## src/rtl/asr_pkg.sv

```systemverilog
package asr_pkg;
  // ==========================================================
  // register offsets
  localparam logic [7:0] OFS_FMT  = 8'h00;
  localparam logic [7:0] OFS_DIV  = 8'h04;
  localparam logic [7:0] OFS_CTL  = 8'h08;
  localparam logic [7:0] OFS_TDR  = 8'h0C;
  localparam logic [7:0] OFS_STS  = 8'h10;
  localparam logic [7:0] OFS_RDR  = 8'h14;
  localparam logic [7:0] OFS_PORT = 8'h18;
  // ==========================================================
  // field positions
  localparam int FB_EXT = 0, FB_MP = 2, FB_STOP2 = 3, FB_ODD = 4, FB_PE = 5, FB_CHR = 6;
  localparam int CB_TX_END_IRQ_ENABLE = 2, CB_SKIP = 3, CB_RE = 4, CB_TE = 5, CB_RIE = 6, CB_TIE = 7;
  localparam int SB_MP_BIT_TO_SEND = 0, SB_MPB = 1, SB_TX_END_FLAG = 2, SB_PER = 3, SB_FER = 4;
  localparam int SB_OVERRUN_FLAG = 5, SB_RX_FULL_FLAG = 6, SB_TX_EMPTY_FLAG = 7;
  localparam int PB_INH = 0;
  // ==========================================================
  // reset values and timing
  localparam logic [7:0]  FMT_RST  = 8'h00;
  localparam logic [7:0]  CTL_RST  = 8'h00;
  localparam logic [15:0] DIV_RST  = 16'h0000;
  localparam logic [7:0]  STS_RST  = 8'h84;
  localparam logic [3:0]  MID_TICK  = 4'h7;
  localparam logic [3:0]  LAST_TICK = 4'hF;
  // ==========================================================
  // state machines
  typedef enum logic [2:0] {RX_IDLE, RX_START, RX_DATA, RX_PAR, RX_STOP} asr_rx_st_t;
  typedef enum logic [2:0] {TX_IDLE, TX_START, TX_DATA, TX_PAR, TX_STOP1, TX_STOP2} asr_tx_st_t;
endpackage : asr_pkg

```

## src/rtl/asr_tx_if.sv

```systemverilog
interface asr_tx_if;
  logic       tick;
  logic       te;
  logic       pending;
  logic [7:0] data;
  logic       chr7;
  logic       pe;
  logic       odd;
  logic       mp;
  logic       mp_bit_to_send;
  logic       stop2;
  logic       load;
  logic       done;
  logic       txd;
  modport ctl (output tick, te, pending, data, chr7, pe, odd, mp, mp_bit_to_send, stop2,
               input load, done, txd);
  modport tx  (input tick, te, pending, data, chr7, pe, odd, mp, mp_bit_to_send, stop2,
               output load, done, txd);
endinterface : asr_tx_if
```

## src/rtl/asr_top.sv

```systemverilog
// The implementer's own choices: the register offsets and the APB register port.
module asr_top #(
  parameter int ADDR_W = 8
) (
  input  wire logic              pclk,
  input  wire logic              presetn,
  input  wire logic              psel,
  input  wire logic              penable,
  input  wire logic              pwrite,
  input  wire logic [ADDR_W-1:0] paddr,
  input  wire logic [31:0]       pwdata,
  output logic [31:0]            prdata,
  output logic                   pready,
  output logic                   pslverr,
  input  wire logic              rxd,
  output logic                   txd,
  input  wire logic              sck_in,
  output logic                   rx_full_irq,
  output logic                   rx_error_irq,
  output logic                   tx_empty_irq,
  output logic                   tx_end_irq,
  output logic                   rx_dma_req
);
  import asr_pkg::*;

  typedef struct packed {
    logic [7:0]  fmt;
    logic [7:0]  ctl;
    logic [15:0] div;
    logic        inh;
    logic [7:0]  tdr;
    logic [7:0]  rdr;
    logic [7:0]  sts;
    logic [15:0] baud_cnt;
    logic        sck_prev;
    asr_rx_st_t  rx_st;
    logic [3:0]  tick_cnt;
    logic [2:0]  bit_idx;
    logic [7:0]  rsr;
    logic        par_bit;
    logic        dma;
    logic [31:0] prdata;
  } asr_s_t;

  asr_s_t    q, d;
  asr_tx_if  tif ();
  logic      tick_c;
  logic      wr_c;
  logic      hit_c;
  logic      err_c;
  logic      eval_c;
  logic      foreign_c;
  logic      fer_c;
  logic      per_c;
  logic [7:0] rdv_c;

  // ==========================================================
  // transmitter
  asr_tx u_tx (
    .pclk    (pclk),
    .presetn (presetn),
    .tif     (tif.tx)
  );

  // transmit control toward the shifter
  assign tif.tick    = tick_c;
  assign tif.te      = q.ctl[CB_TE];
  assign tif.pending = ~q.sts[SB_TX_EMPTY_FLAG] & q.ctl[CB_TE];
  assign tif.data    = q.tdr;
  assign tif.chr7    = q.fmt[FB_CHR];
  assign tif.pe      = q.fmt[FB_PE];
  assign tif.odd     = q.fmt[FB_ODD];
  assign tif.mp      = q.fmt[FB_MP];
  assign tif.mp_bit_to_send    = q.sts[SB_MP_BIT_TO_SEND];
  assign tif.stop2   = q.fmt[FB_STOP2];

  // ==========================================================
  // bus decode and read mux
  always_comb
  begin
    hit_c = 1'b1;
    rdv_c = 8'h00;
    if (paddr[7:0] == OFS_FMT)
      rdv_c = q.fmt;
    else if (paddr[7:0] == OFS_DIV)
      rdv_c = 8'h00;
    else if (paddr[7:0] == OFS_CTL)
      rdv_c = q.ctl;
    else if (paddr[7:0] == OFS_TDR)
      rdv_c = q.tdr;
    else if (paddr[7:0] == OFS_STS)
      rdv_c = q.sts;
    else if (paddr[7:0] == OFS_RDR)
      rdv_c = q.rdr;
    else if (paddr[7:0] == OFS_PORT)
      rdv_c = {7'h00, q.inh};
    else
      hit_c = 1'b0;
    if (ADDR_W > 8)
      hit_c = hit_c && (paddr >> 8) == '0;
  end

  assign pready  = 1'b1;
  assign pslverr = psel & penable & ~hit_c;
  assign wr_c    = psel & penable & pwrite & hit_c;
  assign err_c   = q.sts[SB_OVERRUN_FLAG] | q.sts[SB_FER] | q.sts[SB_PER];

  // bit-clock tick from registered state and the sck_in input only, so no path runs back from the shifter
  assign tick_c = q.fmt[FB_EXT] ? (sck_in & ~q.sck_prev) : (q.baud_cnt >= q.div);

  // ==========================================================
  // registers, baud tick and receiver
  always_comb
  begin
    d = q;
    eval_c = 1'b0;
    foreign_c = 1'b0;
    fer_c = 1'b0;
    per_c = 1'b0;
    // read data captured in the setup phase, so zero wait states
    if (psel && !penable && !pwrite)
      d.prdata = (paddr[7:0] == OFS_DIV) ? {16'h0000, q.div} : {24'h000000, rdv_c};
    // software writes; status flags clear on a written 0
    if (wr_c)
    begin
      if (paddr[7:0] == OFS_FMT)
        d.fmt = pwdata[7:0];
      else if (paddr[7:0] == OFS_DIV)
        d.div = pwdata[15:0];
      else if (paddr[7:0] == OFS_CTL)
        d.ctl = pwdata[7:0];
      else if (paddr[7:0] == OFS_TDR)
        d.tdr = pwdata[7:0];
      else if (paddr[7:0] == OFS_STS)
      begin
        d.sts[7:2] = q.sts[7:2] & pwdata[7:2];
        d.sts[SB_MP_BIT_TO_SEND] = pwdata[SB_MP_BIT_TO_SEND];
      end
      else if (paddr[7:0] == OFS_PORT)
        d.inh = pwdata[PB_INH];
    end
    // sixteen ticks per bit, external clock or divider
    d.sck_prev = sck_in;
    if (!q.fmt[FB_EXT])
      d.baud_cnt = tick_c ? 16'h0000 : q.baud_cnt + 16'h0001;
    // receive sequencer
    if (tick_c)
      d.tick_cnt = q.tick_cnt + 4'h1;
    case (q.rx_st)
      RX_IDLE:
        if (q.ctl[CB_RE] && !err_c && tick_c && !rxd)
        begin
          d.rx_st = RX_START;
          d.tick_cnt = '0;
        end
      RX_START:
        // confirm start at mid bit, then count whole bits
        if (tick_c && q.tick_cnt == MID_TICK)
        begin
          d.rx_st = rxd ? RX_IDLE : RX_DATA;
          d.tick_cnt = '0;
          d.bit_idx = '0;
          d.rsr = '0;
        end
      RX_DATA:
        if (tick_c && q.tick_cnt == LAST_TICK)
        begin
          d.rsr[q.bit_idx] = rxd;
          if (q.bit_idx == (q.fmt[FB_CHR] ? 3'd6 : 3'd7))
            d.rx_st = (q.fmt[FB_MP] || q.fmt[FB_PE]) ? RX_PAR : RX_STOP;
          else
            d.bit_idx = q.bit_idx + 3'd1;
        end
      RX_PAR:
        if (tick_c && q.tick_cnt == LAST_TICK)
        begin
          d.par_bit = rxd;
          d.rx_st = RX_STOP;
        end
      default:
        // only the first stop bit is examined
        if (tick_c && q.tick_cnt == LAST_TICK)
        begin
          eval_c = 1'b1;
          d.rx_st = RX_IDLE;
        end
    endcase
    // end-of-frame checks
    if (eval_c)
    begin
      foreign_c = q.fmt[FB_MP] && q.ctl[CB_SKIP] && !q.par_bit;
      if (foreign_c)
      begin
        // frame for another station: no error flags
        if (!q.sts[SB_RX_FULL_FLAG])
        begin
          d.rdr = q.rsr;
          d.sts[SB_RX_FULL_FLAG] = 1'b1;
        end
      end
      else
      begin
        if (q.fmt[FB_MP])
        begin
          d.sts[SB_MPB] = q.par_bit;
          if (q.par_bit)
            d.ctl[CB_SKIP] = 1'b0;
        end
        fer_c = ~rxd;
        // parity ignored in mp format
        per_c = q.fmt[FB_PE] && !q.fmt[FB_MP]
          && ((^q.rsr ^ q.par_bit) != q.fmt[FB_ODD]);
        if (q.sts[SB_RX_FULL_FLAG])
          d.sts[SB_OVERRUN_FLAG] = 1'b1;
        else
        begin
          d.rdr = q.rsr;
          if (fer_c)
            d.sts[SB_FER] = 1'b1;
          if (per_c)
            d.sts[SB_PER] = 1'b1;
          if (!fer_c && !per_c)
            d.sts[SB_RX_FULL_FLAG] = 1'b1;
        end
      end
    end
    if (!q.ctl[CB_RE])
      d.rx_st = RX_IDLE;
    // transmit events; load re-arms tx empty
    if (tif.load)
    begin
      d.sts[SB_TX_EMPTY_FLAG] = 1'b1;
      d.sts[SB_TX_END_FLAG] = 1'b0;
    end
    if (tif.done)
      d.sts[SB_TX_END_FLAG] = 1'b1;
    if (!q.ctl[CB_TE])
      d.sts[SB_TX_EMPTY_FLAG] = 1'b1;
    // dma request on each rise of rx full
    d.dma = d.sts[SB_RX_FULL_FLAG] & ~q.sts[SB_RX_FULL_FLAG];
  end

  // state register
  always_ff @(posedge pclk or negedge presetn)
  begin
    if (!presetn)
    begin
      q <= '0;
      q.fmt <= FMT_RST;
      q.ctl <= CTL_RST;
      q.div <= DIV_RST;
      q.sts <= STS_RST;
      q.rx_st <= RX_IDLE;
    end
    else
      q <= d;
  end

  // ==========================================================
  // outputs
  assign prdata = q.prdata;
  assign txd = tif.txd;
  assign rx_dma_req = q.dma;
  // interrupt requests
  assign rx_full_irq  = q.sts[SB_RX_FULL_FLAG] & q.ctl[CB_RIE] & ~q.inh;
  assign rx_error_irq = err_c & q.ctl[CB_RIE];
  assign tx_empty_irq = q.sts[SB_TX_EMPTY_FLAG] & q.ctl[CB_TIE];
  assign tx_end_irq   = q.sts[SB_TX_END_FLAG] & q.ctl[CB_TX_END_IRQ_ENABLE];
endmodule : asr_top

```

## src/rtl/asr_tx.sv

```systemverilog
module asr_tx (
  input  wire logic pclk,
  input  wire logic presetn,
  asr_tx_if.tx      tif
);
  import asr_pkg::*;

  typedef struct packed {
    asr_tx_st_t st;
    logic [3:0] cnt;
    logic [2:0] idx;
    logic [7:0] sr;
    logic       par;
    logic       nxt;
    logic       txd;
  } asr_tx_s_t;

  asr_tx_s_t q, d;
  logic      bit_end;
  logic      to_stop;

  // ==========================================================
  // transmit sequencer
  always_comb
  begin
    d = q;
    tif.load = 1'b0;
    tif.done = 1'b0;
    to_stop = 1'b0;
    bit_end = tif.tick && (q.cnt == LAST_TICK);
    if (tif.tick)
      d.cnt = q.cnt + 4'h1;
    case (q.st)
      TX_IDLE:
        if (tif.pending)
        begin
          tif.load = 1'b1;
          d.sr = tif.data;
          d.st = TX_START;
          d.cnt = '0;
        end
      TX_START:
        if (bit_end)
        begin
          d.st = TX_DATA;
          d.idx = '0;
        end
      TX_DATA:
        if (bit_end)
        begin
          if (q.idx == (tif.chr7 ? 3'd6 : 3'd7))
          begin
            if (tif.mp || tif.pe)
            begin
              d.st = TX_PAR;
              // mp bit or parity over the sent bits only
              d.par = tif.mp ? tif.mp_bit_to_send
                : (^(q.sr & {~tif.chr7, 7'h7F})) ^ tif.odd;
            end
            else
              to_stop = 1'b1;
          end
          else
            d.idx = q.idx + 3'd1;
        end
      TX_PAR:
        if (bit_end)
          to_stop = 1'b1;
      TX_STOP1:
        if (bit_end)
          d.st = tif.stop2 ? TX_STOP2 : (q.nxt ? TX_START : TX_IDLE);
      default:
        if (bit_end)
          d.st = q.nxt ? TX_START : TX_IDLE;
    endcase
    // stop-bit time: chain the next frame or report the end
    if (to_stop)
    begin
      d.st = TX_STOP1;
      d.nxt = tif.pending;
      tif.load = tif.pending;
      tif.done = ~tif.pending;
      if (tif.pending)
        d.sr = tif.data;
    end
    if (!tif.te)
    begin
      d.st = TX_IDLE;
      d.nxt = 1'b0;
      tif.load = 1'b0;
      tif.done = 1'b0;
    end
    // line level per state
    case (d.st)
      TX_START: d.txd = 1'b0;
      TX_DATA:  d.txd = d.sr[d.idx];
      TX_PAR:   d.txd = d.par;
      default:  d.txd = 1'b1;
    endcase
  end

  // state register
  always_ff @(posedge pclk or negedge presetn)
  begin
    if (!presetn)
      q <= '{st: TX_IDLE, cnt: 4'h0, idx: 3'h0, sr: 8'h00, par: 1'b0, nxt: 1'b0, txd: 1'b1};
    else
      q <= d;
  end

  assign tif.txd = q.txd;
endmodule : asr_tx

```

## config.mk

```make
export PLATFORM = sky130hd
export DESIGN_NAME = asr_top
export DESIGN_NICKNAME = d
export VERILOG_FILES = /design/src/rtl/asr_pkg.sv /design/src/rtl/asr_tx_if.sv /design/src/rtl/asr_top.sv /design/src/rtl/asr_tx.sv
export SDC_FILE = /design/constraint.sdc
export NUM_CORES = 1
export LEC_CHECK = 0
export ABC_CLOCK_PERIOD_IN_PS = 8050
export BUFFER_PORTS_ARGS = -buffer_cell sky130_fd_sc_hd__buf_2
export CAP_MARGIN = 20
export CORE_AREA = 3 3 148 150
export DETAILED_ROUTE_END_ITERATION = 6
export DIE_AREA = 0 0 151 153
export MAX_ROUTING_LAYER = met4
export PLACE_DENSITY_LB_ADDON = 0.15
export SYNTH_ARGS = -nofsm -noshare
export SYNTH_HDL_FRONTEND = slang
export SYNTH_SLANG_ARGS = --single-unit
```

## constraint.sdc

```tcl
create_clock -name pclk -period 8.05 [get_ports pclk]
set_input_delay 0.805 -clock pclk [delete_from_list [all_inputs] [get_ports pclk]]
set_output_delay 0.805 -clock pclk [all_outputs]
set_load 0.05 [all_outputs]
```

### Yosys cells after proc, flatten, opt, wreduce, memory -nomap -nowiden

Index checks and enable logic that the tools add are counted.

| storage, ports and cells | value |
|---|---|
| bits in registers | 147 |
| bits of input ports | 47 |
| output and inout port bits | 40 |
| logic and storage cells | 270 |

| operators by class | value |
|---|---|
| add/subtract/negate cells | 5 |
| magnitude comparators | 4 |
| equality and inequality tests | 42 |
| multiplexer cells | 115 |
| bitwise operators | 31 |
| reductions and logical operators | 45 |

Operators with widths:

| operator | number |
|---|---|
| 8-bit 2-to-1 mux | 10 |
| 3-bit 2-to-1 mux | 20 |
| 29-bit 2-to-1 mux | 2 |
| 1-bit 2-to-1 mux | 50 |
| 16-bit 2-to-1 mux | 3 |
| 3-bit != test, second input constant | 13 |
| 6-bit 2-to-1 mux | 6 |
| 8-bit by 5-bit equality test with 1-bit output, second input constant | 3 |
| 4-bit 2-to-1 mux | 6 |
| 6-bit AND reduction | 4 |
| 11-bit one-hot mux with 2 select lines | 1 |
| 3-bit by 2-bit equality test with 1-bit output, second input constant | 6 |
| 18-bit 2-to-1 mux | 1 |
| 9-bit 2-to-1 mux | 2 |
| 16-bit by 1-bit adder with 16-bit output, second input constant | 1 |
| 8-bit by 4-bit equality test with 1-bit output, second input constant | 2 |
| 16-bit >= comparator | 1 |
| 8-bit XOR reduction | 2 |
| 3-bit one-hot mux with 5 select lines | 1 |
| 1-bit logical AND | 14 |
| 7-bit 2-to-1 mux | 2 |
| 1-bit NOT | 13 |
| 1-bit AND | 12 |
| 3-bit one-hot mux with 4 select lines | 1 |
| 40 further kinds | 66 |

### Longest topological paths before layout

Gate-level depths: netlist (run 1).

| depth | value |
|---|---|
| depth in word-level cells | 15 |
| depth in mapped cells | 13 |
| depth with buffers taken out | 12 |

### Hierarchy

Synthesis (run 1) repeated with hierarchy kept, for this count alone.

| second synthesis, totals | value |
|---|---|
| cell total of the unflattened synthesis | 750 |
| area total of the unflattened synthesis | 7398.3 µm² |

By module, submodules not included:

| module | times used | cells an instance | area each (µm²) | seq. area each (µm²) |
|---|---|---|---|---|
| asr_top | 1 | 617 | 6054.6 | 2755.1 |
| asr_tx | 1 | 133 | 1343.8 | 526.8 |

### Worst setup path before layout (run 1)

Ideal clock, no wire load.

| timing path | value |
|---|---|
| path kind | in2reg |
| from | in paddr[7] |
| to | reg q (netlist bit tif.data[0]) |
| library setup time | 0.125 ns |
| arrival | 2.512 ns |
| data required time | 7.925 ns |
| setup slack | 5.413 ns |
| stages on the path | 5 |
| buffers on the path | 0 |
| cell sequence | nor3_2 nand3_1 nor3b_2 nor4b_4 mux2_2 |

| on the way | value |
|---|---|
| word-level cells in the longest chain between the ends | 10 |
| elaborated cells between the ends (all ways) | 19 |
| classes of those cells | eq/ne (6); mux (7); bitwise (4); reduce/logical (2) |

RTL lines:

| what | RTL line | RTL |
|---|---|---|
| from (decl) | asr_top.sv:10 | `input wire logic [ADDR_W-1:0] paddr,` |
| 8-bit by 5-bit equality test with 1-bit output | asr_top.sv:95 | `else if (paddr[7:0] == OFS_PORT)` |
| 1-bit 2-to-1 mux | asr_top.sv:95 |  |
| 1-bit 2-to-1 mux | asr_top.sv:93 | `else if (paddr[7:0] == OFS_RDR)` |
| 1-bit 2-to-1 mux | asr_top.sv:91 | `else if (paddr[7:0] == OFS_STS)` |
| 1-bit 2-to-1 mux | asr_top.sv:89 | `else if (paddr[7:0] == OFS_TDR)` |
| 1-bit 2-to-1 mux | asr_top.sv:87 | `else if (paddr[7:0] == OFS_CTL)` |
| 1-bit 2-to-1 mux | asr_top.sv:85 | `else if (paddr[7:0] == OFS_DIV)` |
| 1-bit 2-to-1 mux | asr_top.sv:83 | `if (paddr[7:0] == OFS_FMT)` |
| 1-bit AND | asr_top.sv:105 | `assign wr_c = psel & penable & pwrite & hit_c;` |
| 5-bit AND reduction (no line) (*) | - |  |
| to (decl) | asr_top.sv:45 | `asr_s_t q, d;` |

Every way passes the cells marked *; elsewhere a longest branch is shown, timed or not.
A chain may end at the register's enable or synchronous reset.

### Worst setup path after layout (run 1)

| timing path | value |
|---|---|
| from | reg q[64] in the netlist's numbering |
| to | reg q[34] in the netlist's numbering |

| on the way | value |
|---|---|
| word-level cells in the longest chain between the ends | 5 |
| elaborated cells between the ends (all ways) | 7 |
| classes of those cells | order compare (1); eq/ne (2); mux (1); reduce/logical (3) |

RTL lines:

| what | RTL line | RTL |
|---|---|---|
| 16-bit >= comparator (*) | asr_top.sv:109 | `assign tick_c = q.fmt[FB_EXT] ? (sck_in & ~q.sck_prev) : (q.baud_cnt >= q.div);` |
| 1-bit 2-to-1 mux (*) | asr_top.sv:109 |  |
| 1-bit logical AND, on equally long branches | asr_top.sv:166, asr_top.sv:158 |  |
| 2-bit != test (no line) | - |  |
| 3-bit AND reduction (no line) (*) | - |  |

Marks and branches as above.

==> summary.md, run 1 <==
| Metric | Value |
|---|---|
| # port buffers | 53 |
| Final Setup Violations | 0 |
| Clock buffer depth | 2 |
| Fmax | 275 MHz |
| RSZ-0062 raised after global routing | false |
| Antenna diodes | 0 |
| Routed Antenna Nets | 0 |
| Skew-Pair Late Insertion Delay | 0.41 ns |
| CTS tree | yes |
| Critical Path RT | 8.35 ns |
| Setup crit start kind | flip-flop |
| Total gr overflow | 0 |
| Synth cell types | 65 |
| Post-DP Area | 0.00751 mm2 |
| Drt drc | 0 |
| Post-synth ARST share | 100% |
| Synthesis-to-finish area growth | 13.7% |
| Final min period | 3.63 ns |
| Setup bufs post-CTS | 0 |
| Initial antenna violation count | 0 |
| Max VDD drop | 83.4 uV |
| CP Data Arrival Time | 3.93 ns |
| Final period util | 45.1% |
| Post-synthesis cell count | 752 |
| Reg clk slew, reported paths | 0.06 ns |
| PostCTS Resize Cnt | 0 |
| Ports | 87 |
| Largest net degree at the start of global routing | 80 |
| Final WL | 18000 um |
| Die area | 0.0231 mm2 |
| Critical Path End Type | flip-flop |
| First-pass GRT wire length | 28800 um |
| Setup CP Type | flip-flop to flip-flop |
| Setup TNS | 0 ns |
| CTS root buf | clkbuf_16 |
| Die width | 151 um |
| Die Ht | 153 um |
| Num CTS Buffers | 17 |
| Status | complete, no violations |
| Pre-antenna DRT Iters | 7 |
| Crit-path max FO | 14 |
| Clock skew | 0.00654 ns |
| # clock sinks | 131 |
| Final #Nets | 850 |
| Avg Inst Size Synth | 9.54 um2 |
| WL per Instance | 16.8 um |
| Pwr per Cell Area | 195 mW/mm2 |
| Final instance area | 0.00816 mm2 |
| Synth warn | 0 |
| Hold Crit Class | input port to asynchronous set/reset pin |
| Final Wtd Congestion | 0.847 |
| Detailed Place HPWL | 13200 um |
| Worst-Margin Slew | 0.875 ns |
| P_leak | 3.81 nW |
| Final hold vios | 0 |
| Slew Limit Fails | 0 |
| Worst R2R Setup Slack | 4.42 ns |
| 1st-iter DRT viols | 375 |
| Synth Flop Type | dfrtp_1 |
| Pwr Total | 1.59 mW |
| Std-Cell Core Area | 0.0208 mm2 |
| #FFs+latches synth | 131 |
| Hold buffer count at cts | 0 |
| Fraction of layout cells with a size suffix above 1 | 16.6% |
| Gr usage total | 16.2% |
| Reg-to-reg startpoint | q[64] |
| H-tree depth | 4 |
| Row Count | 53 |
| Vias in the first global route | 5391 |
| Register area share after synthesis | 45.8% |
| Headroom to the max-slew limit | 41.5% |
| FILL cells | 2050 |
| Cells on worst reg2reg path | 8 |
| Worst R2R End | q[34] |
| Max capacitance violation total | 0 |
| Initial Utilization | 34.4% |
| Number of synthesized flops with an enable pin | 0 |
| Synthesized area | 0.00717 mm2 |
| Routed vias/inst | 5.25 |
| Via Count | 5621 |
metal layers:
layer	share of wire, %	GRT usage, %	vias to the layer above
met1	47	22.2	2741
li1	-	-	2716
met5	0	-	-
met2	47	24.4	155
met4	0.69	4.32	0
met3	5.4	3.47	9
stage by stage:
stage	setup slack, ns	instances	util (%)	hold WS [ns]
floorplan	5.41	767	-	0.440
global placement	4.49	1035	36.1	0.447
detailed placement	4.40	1035	36.1	0.455
CTS	4.40	1067	38.9	0.440
global route	4.09	1070	39.2	0.470
finish	4.42	1070	39.2	0.420
Yosys cell counts (4+ instances only):
master	instances	area (um2)
a211oi_1	6	45.0
a21oi_1	21	105
a221oi_1	4	35.0
a222oi_1	4	40.0
a22oi_1	8	60.1
a31oi_1	11	68.8
a32o_1	5	50.1
and2_1	5	31.3
and3_1	15	93.8
buf_4	33	248
clkbuf_1	27	101
dfrtp_1	128	3200
ha_1	21	263
inv_1	30	113
mux2_1	18	203
mux2_2	25	282
mux2i_1	5	50.1
nand2_1	64	240
nand2b_1	6	37.5
nand3_1	42	210
nand4_1	11	68.8
nor2_1	64	240
nor2b_1	7	43.8
nor3_1	9	45.0
nor3b_1	4	30.0
o21a_1	5	37.5
o21ai_0	57	285
o21ai_1	25	125
o31ai_1	8	60.1
or3_1	4	25.0
xnor2_1	21	184
xor2_1	7	61.3
worst max-delay path: stages, from the launching register on:
cell and delay, ns:
dfrtp_1 0.46, ha_1 0.35, and4_1 0.22, nand2_1 0.08, o21ba_1 0.36, a21oi_2 0.65, nand4_1 0.48, or3_1 0.61
o41ai_1 0.29
how the worst max path moves through the flow:
stage / start / to / slack [ns] / cells after the start
after floorplan: paddr[7] / tif.data[0] / 5.41 / 5
after global placement: q[64] / q[34] / 4.49 / 8
after detailed placement: q[64] / q[34] / 4.40 / 8
after CTS: q[64] / q[34] / 4.40 / 8
after global routing: q[64] / q[34] / 4.09 / 8
final: q[64] / q[34] / 4.42 / 8
state kept, by name, indices dropped and copies added (netlist names):
register and cells:
prdata 16, q 85, rx_dma_req 1, tif.data 8, u_tx.q 20, u_tx.tif.txd 1
logic make-up (layout without fill, tap and decap cells):
kind of cell | Yosys count | after routing | share of synthesized area, %
and+or+nand+nor | 254 | 254 | 17.8
AOI/OAI and AO/OA | 173 | 173 | 15.1
DFF | 131 | 131 | 45.8
buffers and inverters | 95 | 123 | 6.75
muxes | 48 | 48 | 7.45
xor gates and xnor gates | 28 | 28 | 3.42
adders and majority gates | 21 | 21 | 3.66
other | 2 | 17 | 0.105
cell usage in the layout, fill, tap and decap left out, types with 11 or more instances in the layout:
master / n
a21oi_1: 21
a31oi_1: 11
and3_1: 15
buf_2: 52
clkbuf_16: 17
conb_1: 17
dfrtp_1: 128
ha_1: 21
inv_1: 30
mux2_1: 18
mux2_2: 25
nand2_1: 64
nand3_1: 42
nand4_1: 11
nor2_1: 64
o21ai_0: 57
o21ai_1: 25
xnor2_1: 21
cell type report:
type                       instances  area (um2)  area share (%)
multi-input combinational        541        3470            42.6
sequential                       131        3280            40.2
clock buffer                      21         460            5.65
timing repair buffer              61         359            4.40
tap                              275         344            4.22
clock inverter                    11         128            1.56
inverter                          30         113            1.38
power breakdown:
group / switching, mW / total (mW) / internal (mW)
clock: 0.289 / 0.763 / 0.473
combinational: 0.0863 / 0.122 / 0.0354
sequential: 0.0235 / 0.702 / 0.679
total: 0.399 / 1.59 / 1.19
No activity file was read; power rests on OpenSTA's default activity.
==> run 2, diff against run 1 <==
--- a/config.mk
+++ b/config.mk
@@ -5,7 +5,7 @@
 export SDC_FILE = /design/constraint.sdc
 export NUM_CORES = 1
 export LEC_CHECK = 0
-export ABC_CLOCK_PERIOD_IN_PS = 8050
+export ABC_CLOCK_PERIOD_IN_PS = 3400
 export BUFFER_PORTS_ARGS = -buffer_cell sky130_fd_sc_hd__buf_2
 export CAP_MARGIN = 20
 export CORE_AREA = 3 3 148 150
==> constraint.sdc (replaced) <==
create_clock -name pclk -period 3.4 [get_ports pclk]
set_input_delay 0.34 -clock pclk [delete_from_list [all_inputs] [get_ports pclk]]
set_output_delay 0.34 -clock pclk [all_outputs]
set_load 0.05 [all_outputs]
==> run 2 against run 1 <==
  * Non-clock buffer count up 11
  * Design area up 1.1%
  * Global-route usage up 0.43 points
  * Largest power group unchanged
  * Clock-buffer cell count down 1
  * Critical path type unchanged
  * Via count up 0.32%
  * Core utilization up 0.41 points
  * Wire length up 2.2%
  * Combinational power up 130%
  * Sequential share of layout area down 0.42 points
  * Cell count up 1.0%
  * Register-to-register slack worse by 4.2 ns
  * Highest routed layer unchanged
==> summary.md, run 2 (synthesis gave the netlist of run 1 again) <==
| Metric | Value |
|---|---|
| Final instance area | 0.00824 mm2 |
| Pre-CTS WS | 0.127 ns |
| Cells on worst reg2reg path | 10 |
| # port buffers | 53 |
| # clock sinks | 131 |
| Hold Crit Class | input port to flip-flop |
| Vias in the first global route | 5432 |
| Largest net degree at the start of global routing | 70 |
| Crit-path max FO | 11 |
| Gr usage total | 16.6% |
| Pwr Total | 3.78 mW |
| Critical Path RT | 3.73 ns |
| Worst R2R End | u_tx.tif.txd |
| Die Ht | 153 um |
| Post-DP Area | 0.00761 mm2 |
| Pre-antenna DRT Iters | 5 |
| Fmax | 313 MHz |
| Final WL | 18400 um |
| Hold Crit Start | sck_in |
| Setup crit start kind | flip-flop |
| P_leak | 3.86 nW |
| Hold endpoint | q[52] |
| Slew Limit Fails | 0 |
| Largest Register | q |
| Cell Chain, Critical Path | ha_1 > and4_1 > and3_1 > a32oi_1 > nand2_2 > a32oi_1 > nand2_1 > mux2_2 > a2bb2oi_1 > a31oi_1 |
| Fraction of layout cells with a size suffix above 1 | 18.0% |
| Headroom to the max-slew limit | 42.9% |
| RSZ-0062 raised after global routing | false |
| Multi-input gate area | 0.00347 mm2 |
| Routed vias/inst | 5.22 |
| Setup CP Type | flip-flop to flip-flop |
| CTS root buf | clkbuf_16 |
| Status | complete, no violations |
| Slowest cell on crit path | dfrtp_1 |
| Final #Nets | 861 |
| Hold path cells | 1 |
| Total gr overflow | 0 |
| Synthesis-to-finish area growth | 14.9% |
| FILL cells | 2059 |
| Skew-Pair Late Insertion Delay | 0.42 ns |
| CP peak stage delay | 0.43 ns |
| H-tree depth | 4 |
| Cell mode on critical path | a32oi_1 |
| Critical Path End Type | flip-flop |
| Worst R2R Setup Slack | 0.21 ns |
| Max VDD drop | 270 uV |
| WHS | 0.0760 ns |
| 1st-iter DRT viols | 347 |
| Detailed Place HPWL | 13600 um |
| Reg clk slew, reported paths | 0.06 ns |
| CP Data Arrival Time | 3.53 ns |
| Max capacitance violation total | 0 |
| Initial antenna violation count | 0 |
| Via Count | 5639 |
| Worst Setup Slack, final | 0.206 ns |
| Max reg flops | 85 |
| Clock buffer depth | 2 |
| Worst-Margin Slew | 0.854 ns |
| Ports | 87 |
| FF+latch area | 0.00328 mm2 |
| Final min period | 3.19 ns |
| Antenna diodes | 0 |
| Num CTS Buffers | 17 |
| Reg-to-reg startpoint | q[67] |
| Initial Utilization | 34.4% |
| WL per Instance | 17.0 um |
| CTS tree | yes |
| Setup TNS | 0 ns |
| Clock skew | 0.0111 ns |
| Final hold vios | 0 |
| Most common cell after layout, fill and taps aside | dfrtp_1 |
| Drt drc | 0 |
| Most frequent cells in the layout | dfrtp_1, nor2_1, nand2_1 |
| Routed Antenna Nets | 0 |
| Final Setup Violations | 0 |
| First-pass GRT wire length | 29400 um |
| Std-Cell Core Area | 0.0208 mm2 |
| Final Wtd Congestion | 0.862 |
| Die area | 0.0231 mm2 |
| Die width | 151 um |
| Pwr per Cell Area | 459 mW/mm2 |
| Row Count | 53 |
| Final period util | 93.9% |
[run 2: timing repair]
action	in CTS	in global routing
gates resized for setup	0	1
hold buffers	1	0
endpoints found under the hold margin	12	0
setup endpoints to repair	0	7
setup buffers	0	0
[run 2: worst max path at each step]
stage / startpoint / end / slack, ns
2_1_floorplan: q[67] / q[49] / 0.80
3_3_place_gp: q[64] / u_tx.tif.txd / 0.13
3_5_place_dp: q[64] / u_tx.tif.txd / 0.13
4_1_cts: q[64] / u_tx.tif.txd / 0.12
5_1_grt: q[67] / q[80] / 0.02
6_report: q[67] / u_tx.tif.txd / 0.21
[run 2: worst max-delay path: cells and delay by family (launching register included)]
family,cells,cell delay (ns)
AO/OA/AOI/OAI,4,1.16
adder cells (fa/ha/maj),1,0.33
flip-flops,1,0.43
multiplexers,1,0.30
AND/OR/NAND/NOR,4,0.88
[run 2: layer usage]
metal / track usage (%) / routed length, um
met5: - / 0
met4: 4.66 / 231
met3: 2.99 / 727
met2: 25.0 / 8540
met1: 23.1 / 8860
[run 2: cell type report]
class	count	area share, %
clock buffer	20	5.66
clock inverter	12	1.59
inverter	30	1.37
multi-input combinational	541	42.1
sequential	131	39.8
tap	275	4.17
timing repair buffer	72	5.25
[run 2: where the power goes]
group / leakage [nW] / internal, mW / switching, mW / total (mW)
logic: 1.89 / 0.0831 / 0.200 / 0.283
clock network: 0.284 / 1.14 / 0.704 / 1.84
registers: 1.69 / 1.61 / 0.0551 / 1.66
[run 2: stage by stage]
stage	cells	util, %
final	1081	39.6
after global routing	1081	39.6
after CTS	1079	39.5
after detailed placement	1046	36.5
after global placement	1046	36.5
after floorplan	767	-
==> run 3, diff against run 2 <==
--- a/config.mk
+++ b/config.mk
@@ -5,12 +5,14 @@
 export SDC_FILE = /design/constraint.sdc
 export NUM_CORES = 1
 export LEC_CHECK = 0
+export ABC_AREA = 1
 export ABC_CLOCK_PERIOD_IN_PS = 3400
 export BUFFER_PORTS_ARGS = -buffer_cell sky130_fd_sc_hd__buf_2
 export CAP_MARGIN = 20
-export CORE_AREA = 3 3 148 150
+export CORE_AREA = 3 3 151 153
+export CTS_CLUSTER_SIZE = 40
 export DETAILED_ROUTE_END_ITERATION = 6
-export DIE_AREA = 0 0 151 153
+export DIE_AREA = 0 0 154 156
 export MAX_ROUTING_LAYER = met4
 export PLACE_DENSITY_LB_ADDON = 0.15
 export SYNTH_ARGS = -nofsm -noshare
==> run 3 against run 2 <==
  * The flow now finishes with violations (hold timing)
  * Clock power grew 3%
  * Setup slack gained 0.43 ns
  * Global-route usage grew 0.22 points
  * Combinational power grew 19%
  * Synthesized cell count grew 24%
  * Clock-buffer cell count grew 1
  * Largest power group unchanged
==> summary.md, run 3 <==
| Metric | Value |
|---|---|
| Top-area cell type share of the netlist area | 42.9% |
| Setup TNS | 0 ns |
| Internal Dissipation | 2.91 mW |
| Sw power | 0.967 mW |
| Register area share after synthesis | 43.9% |
| Final core area utilization | 39.1% |
| Final min period | 2.76 ns |
| Worst R2R Setup Slack | 0.64 ns |
| Vias in the first global route | 5903 |
| Hold Crit Class | input port to asynchronous set/reset pin |
| Max capacitance violation total | 0 |
| Synthesized area | 0.00747 mm2 |
| Skew-Pair Late Insertion Delay | 0.41 ns |
| Fraction of layout cells with a size suffix above 1 | 13.4% |
| # clock sinks | 131 |
| PostCTS Resize Cnt | 0 |
| Final WL | 19100 um |
| Clock power frac | 48.8% |
| Row Count | 54 |
| RSZ-0062 raised after global routing | false |
| Hold buffer count at cts | 0 |
| Worst path bufs/invs | 3 |
| Most common cell after layout, fill and taps aside | nand2_1 |
| Most frequent cells in the layout | nand2_1, inv_1, dfrtp_1 |
| #FFs+latches synth | 131 |
| Ports | 87 |
| Most frequent cell after synthesis | nand2_1 |
| WL per Instance | 15.0 um |
| Synth Flop Type | dfrtp_1 |
| Final hold vios | 3 |
| Headroom to the max-slew limit | 36.5% |
| Critical path's top delay family | simple AND/OR/NAND/NOR gates |
| Total gr overflow | 0 |
| P_leak | 4.08 nW |
| Reg clk slew, reported paths | 0.06 ns |
| Die area | 0.0240 mm2 |
| H-tree depth | 4 |
| Failing checks | hold timing |
| Pre-antenna DRT Iters | 4 |
| Drt drc | 0 |
| CP Data Arrival Time | 3.06 ns |
| Via Count | 6046 |
| CP peak stage delay | 0.41 ns |
| WHS | -0.00954 ns |
| Fmax | 362 MHz |
| Clock skew | 0.00803 ns |
| Setup CP Type | flip-flop to flip-flop |
| Synthesis-to-finish area growth | 13.4% |
| Detailed Place HPWL | 14100 um |
| 1st-iter DRT viols | 326 |
| Number of synthesized flops with an enable pin | 0 |
| Synth cell types | 62 |
| CTS root buf | clkbuf_16 |
| Gr usage total | 16.9% |
| Sequential power share | 42.4% |
| Net Sw Frac | 24.9% |
| Initial Utilization | 34.5% |
| Setup bufs post-CTS | 0 |
| Largest net degree at the start of global routing | 85 |
| Share of total power in combinational logic | 8.7% |
| Synth warn | 0 |
| Status | finished with violations |
| CTS tree | yes |
| Max VDD drop | 286 uV |
| Routed vias/inst | 4.76 |
| Clock buffer depth | 2 |
| Final Setup Violations | 0 |
| Setup crit start kind | flip-flop |
| First-pass GRT wire length | 31400 um |
| Critical Path RT | 3.70 ns |
| Crit-path max FO | 19 |
| Worst-Margin Slew | 0.952 ns |
| Top cells by count, synth | nand2_1, inv_1, dfrtp_1 |
| Post-synthesis cell count | 934 |
| Largest Register | q |
| Final Wtd Congestion | 0.803 |
| Cell mode on critical path | nand2_1 |
| Avg Inst Size Synth | 8.00 um2 |
| Post-synth ARST share | 100% |
| Final period util | 81.2% |
| Pwr per Cell Area | 458 mW/mm2 |
| Cell Chain, Critical Path | ha_1 > nand2_1 > inv_1 > nand2_1 > nor2_1 > nor2_1 > nand2_1 > nand2_2 > nand2_4 > inv_4 > nor3_4 > nand2_2 > nor2_2 > inv_2 > nor2_8 > mux2_2 |
| Max reg flops | 85 |
| Std-Cell Core Area | 0.0217 mm2 |
| Post-synth top area cell | dfrtp_1 |
| Critical Path End Type | flip-flop |
| Antenna diodes | 0 |
| Die Ht | 156 um |
| Slowest cell on crit path | dfrtp_1 |
| Routed Antenna Nets | 0 |
| Top post-synthesis cells by area | dfrtp_1, nand2_1, inv_1 |
| Die width | 154 um |
| Initial antenna violation count | 0 |
| Num CTS Buffers | 17 |
| Slew Limit Fails | 0 |
| # port buffers | 53 |
| Final #Nets | 1045 |
==> run 3: cells by family (layout without fill, tap and decap cells) <==
kind of cell / Yosys count / count (layout) / share of synthesized area, %
AND/OR/NAND/NOR: 381 / 381 / 23.2
flip-flops: 131 / 131 / 43.9
other: 2 / 17 / 0.100
AO/OA/AOI/OAI: 182 / 182 / 14.5
multiplexers: 3 / 3 / 0.435
XOR/XNOR: 24 / 24 / 2.81
buffers and inverters: 190 / 230 / 11.5
adder cells (fa/ha/maj): 21 / 21 / 3.52
==> run 3: final cells by class <==
class                           instances  area (um2)
Fill cell                            2236       13200
Inverter                              141         533
Multi-Input combinational cell        628        3390
Clock buffer                           21         470
Tap cell                              280         350
Clock inverter                         10         131
Timing Repair Buffer                   58         322
Sequential cell                       131        3280
==> run 3: power by group through the flow <==
stage | registers [mW] | logic, mW | clock network (mW)
finish | 1.65 | 0.338 | 1.89
global route | 1.65 | 0.400 | 2.00
CTS | 1.65 | 0.344 | 1.93
detailed placement | 1.68 | 0.342 | 0
global placement | 1.67 | 0.338 | 0
floorplan | 1.66 | 0.254 | 0
==> run 3: path summary, 6_finish.rpt <==
check	start	end	cells after the start
worst min register to register	prdata[3]	prdata[3]	2
worst min-delay path	presetn	prdata[5]	1
worst max-delay path	q[60]	q[79]	16
worst max register to register	q[60]	q[79]	16
max in group asynchronous	presetn	q[71]	2
min in group pclk	sck_in	q[52]	1
==> run 3: routing by layer <==
metal / track usage (%) / routed length [um]
met4: 3.32 / 180
met2: 26.9 / 9010
met1: 22.5 / 9340
met5: - / 0
met3: 3.41 / 565
==> run 3: stage by stage <==
step,worst slack (ns),std cells,area (um2),total power [mW]
floorplan,1.16,949,7530,1.92
finish,0.640,1269,8470,3.88
detailed placement,0.606,1238,7870,2.02
CTS,0.598,1269,8470,3.92
global route,0.300,1269,8470,4.06
global placement,0.638,1238,7870,2.01
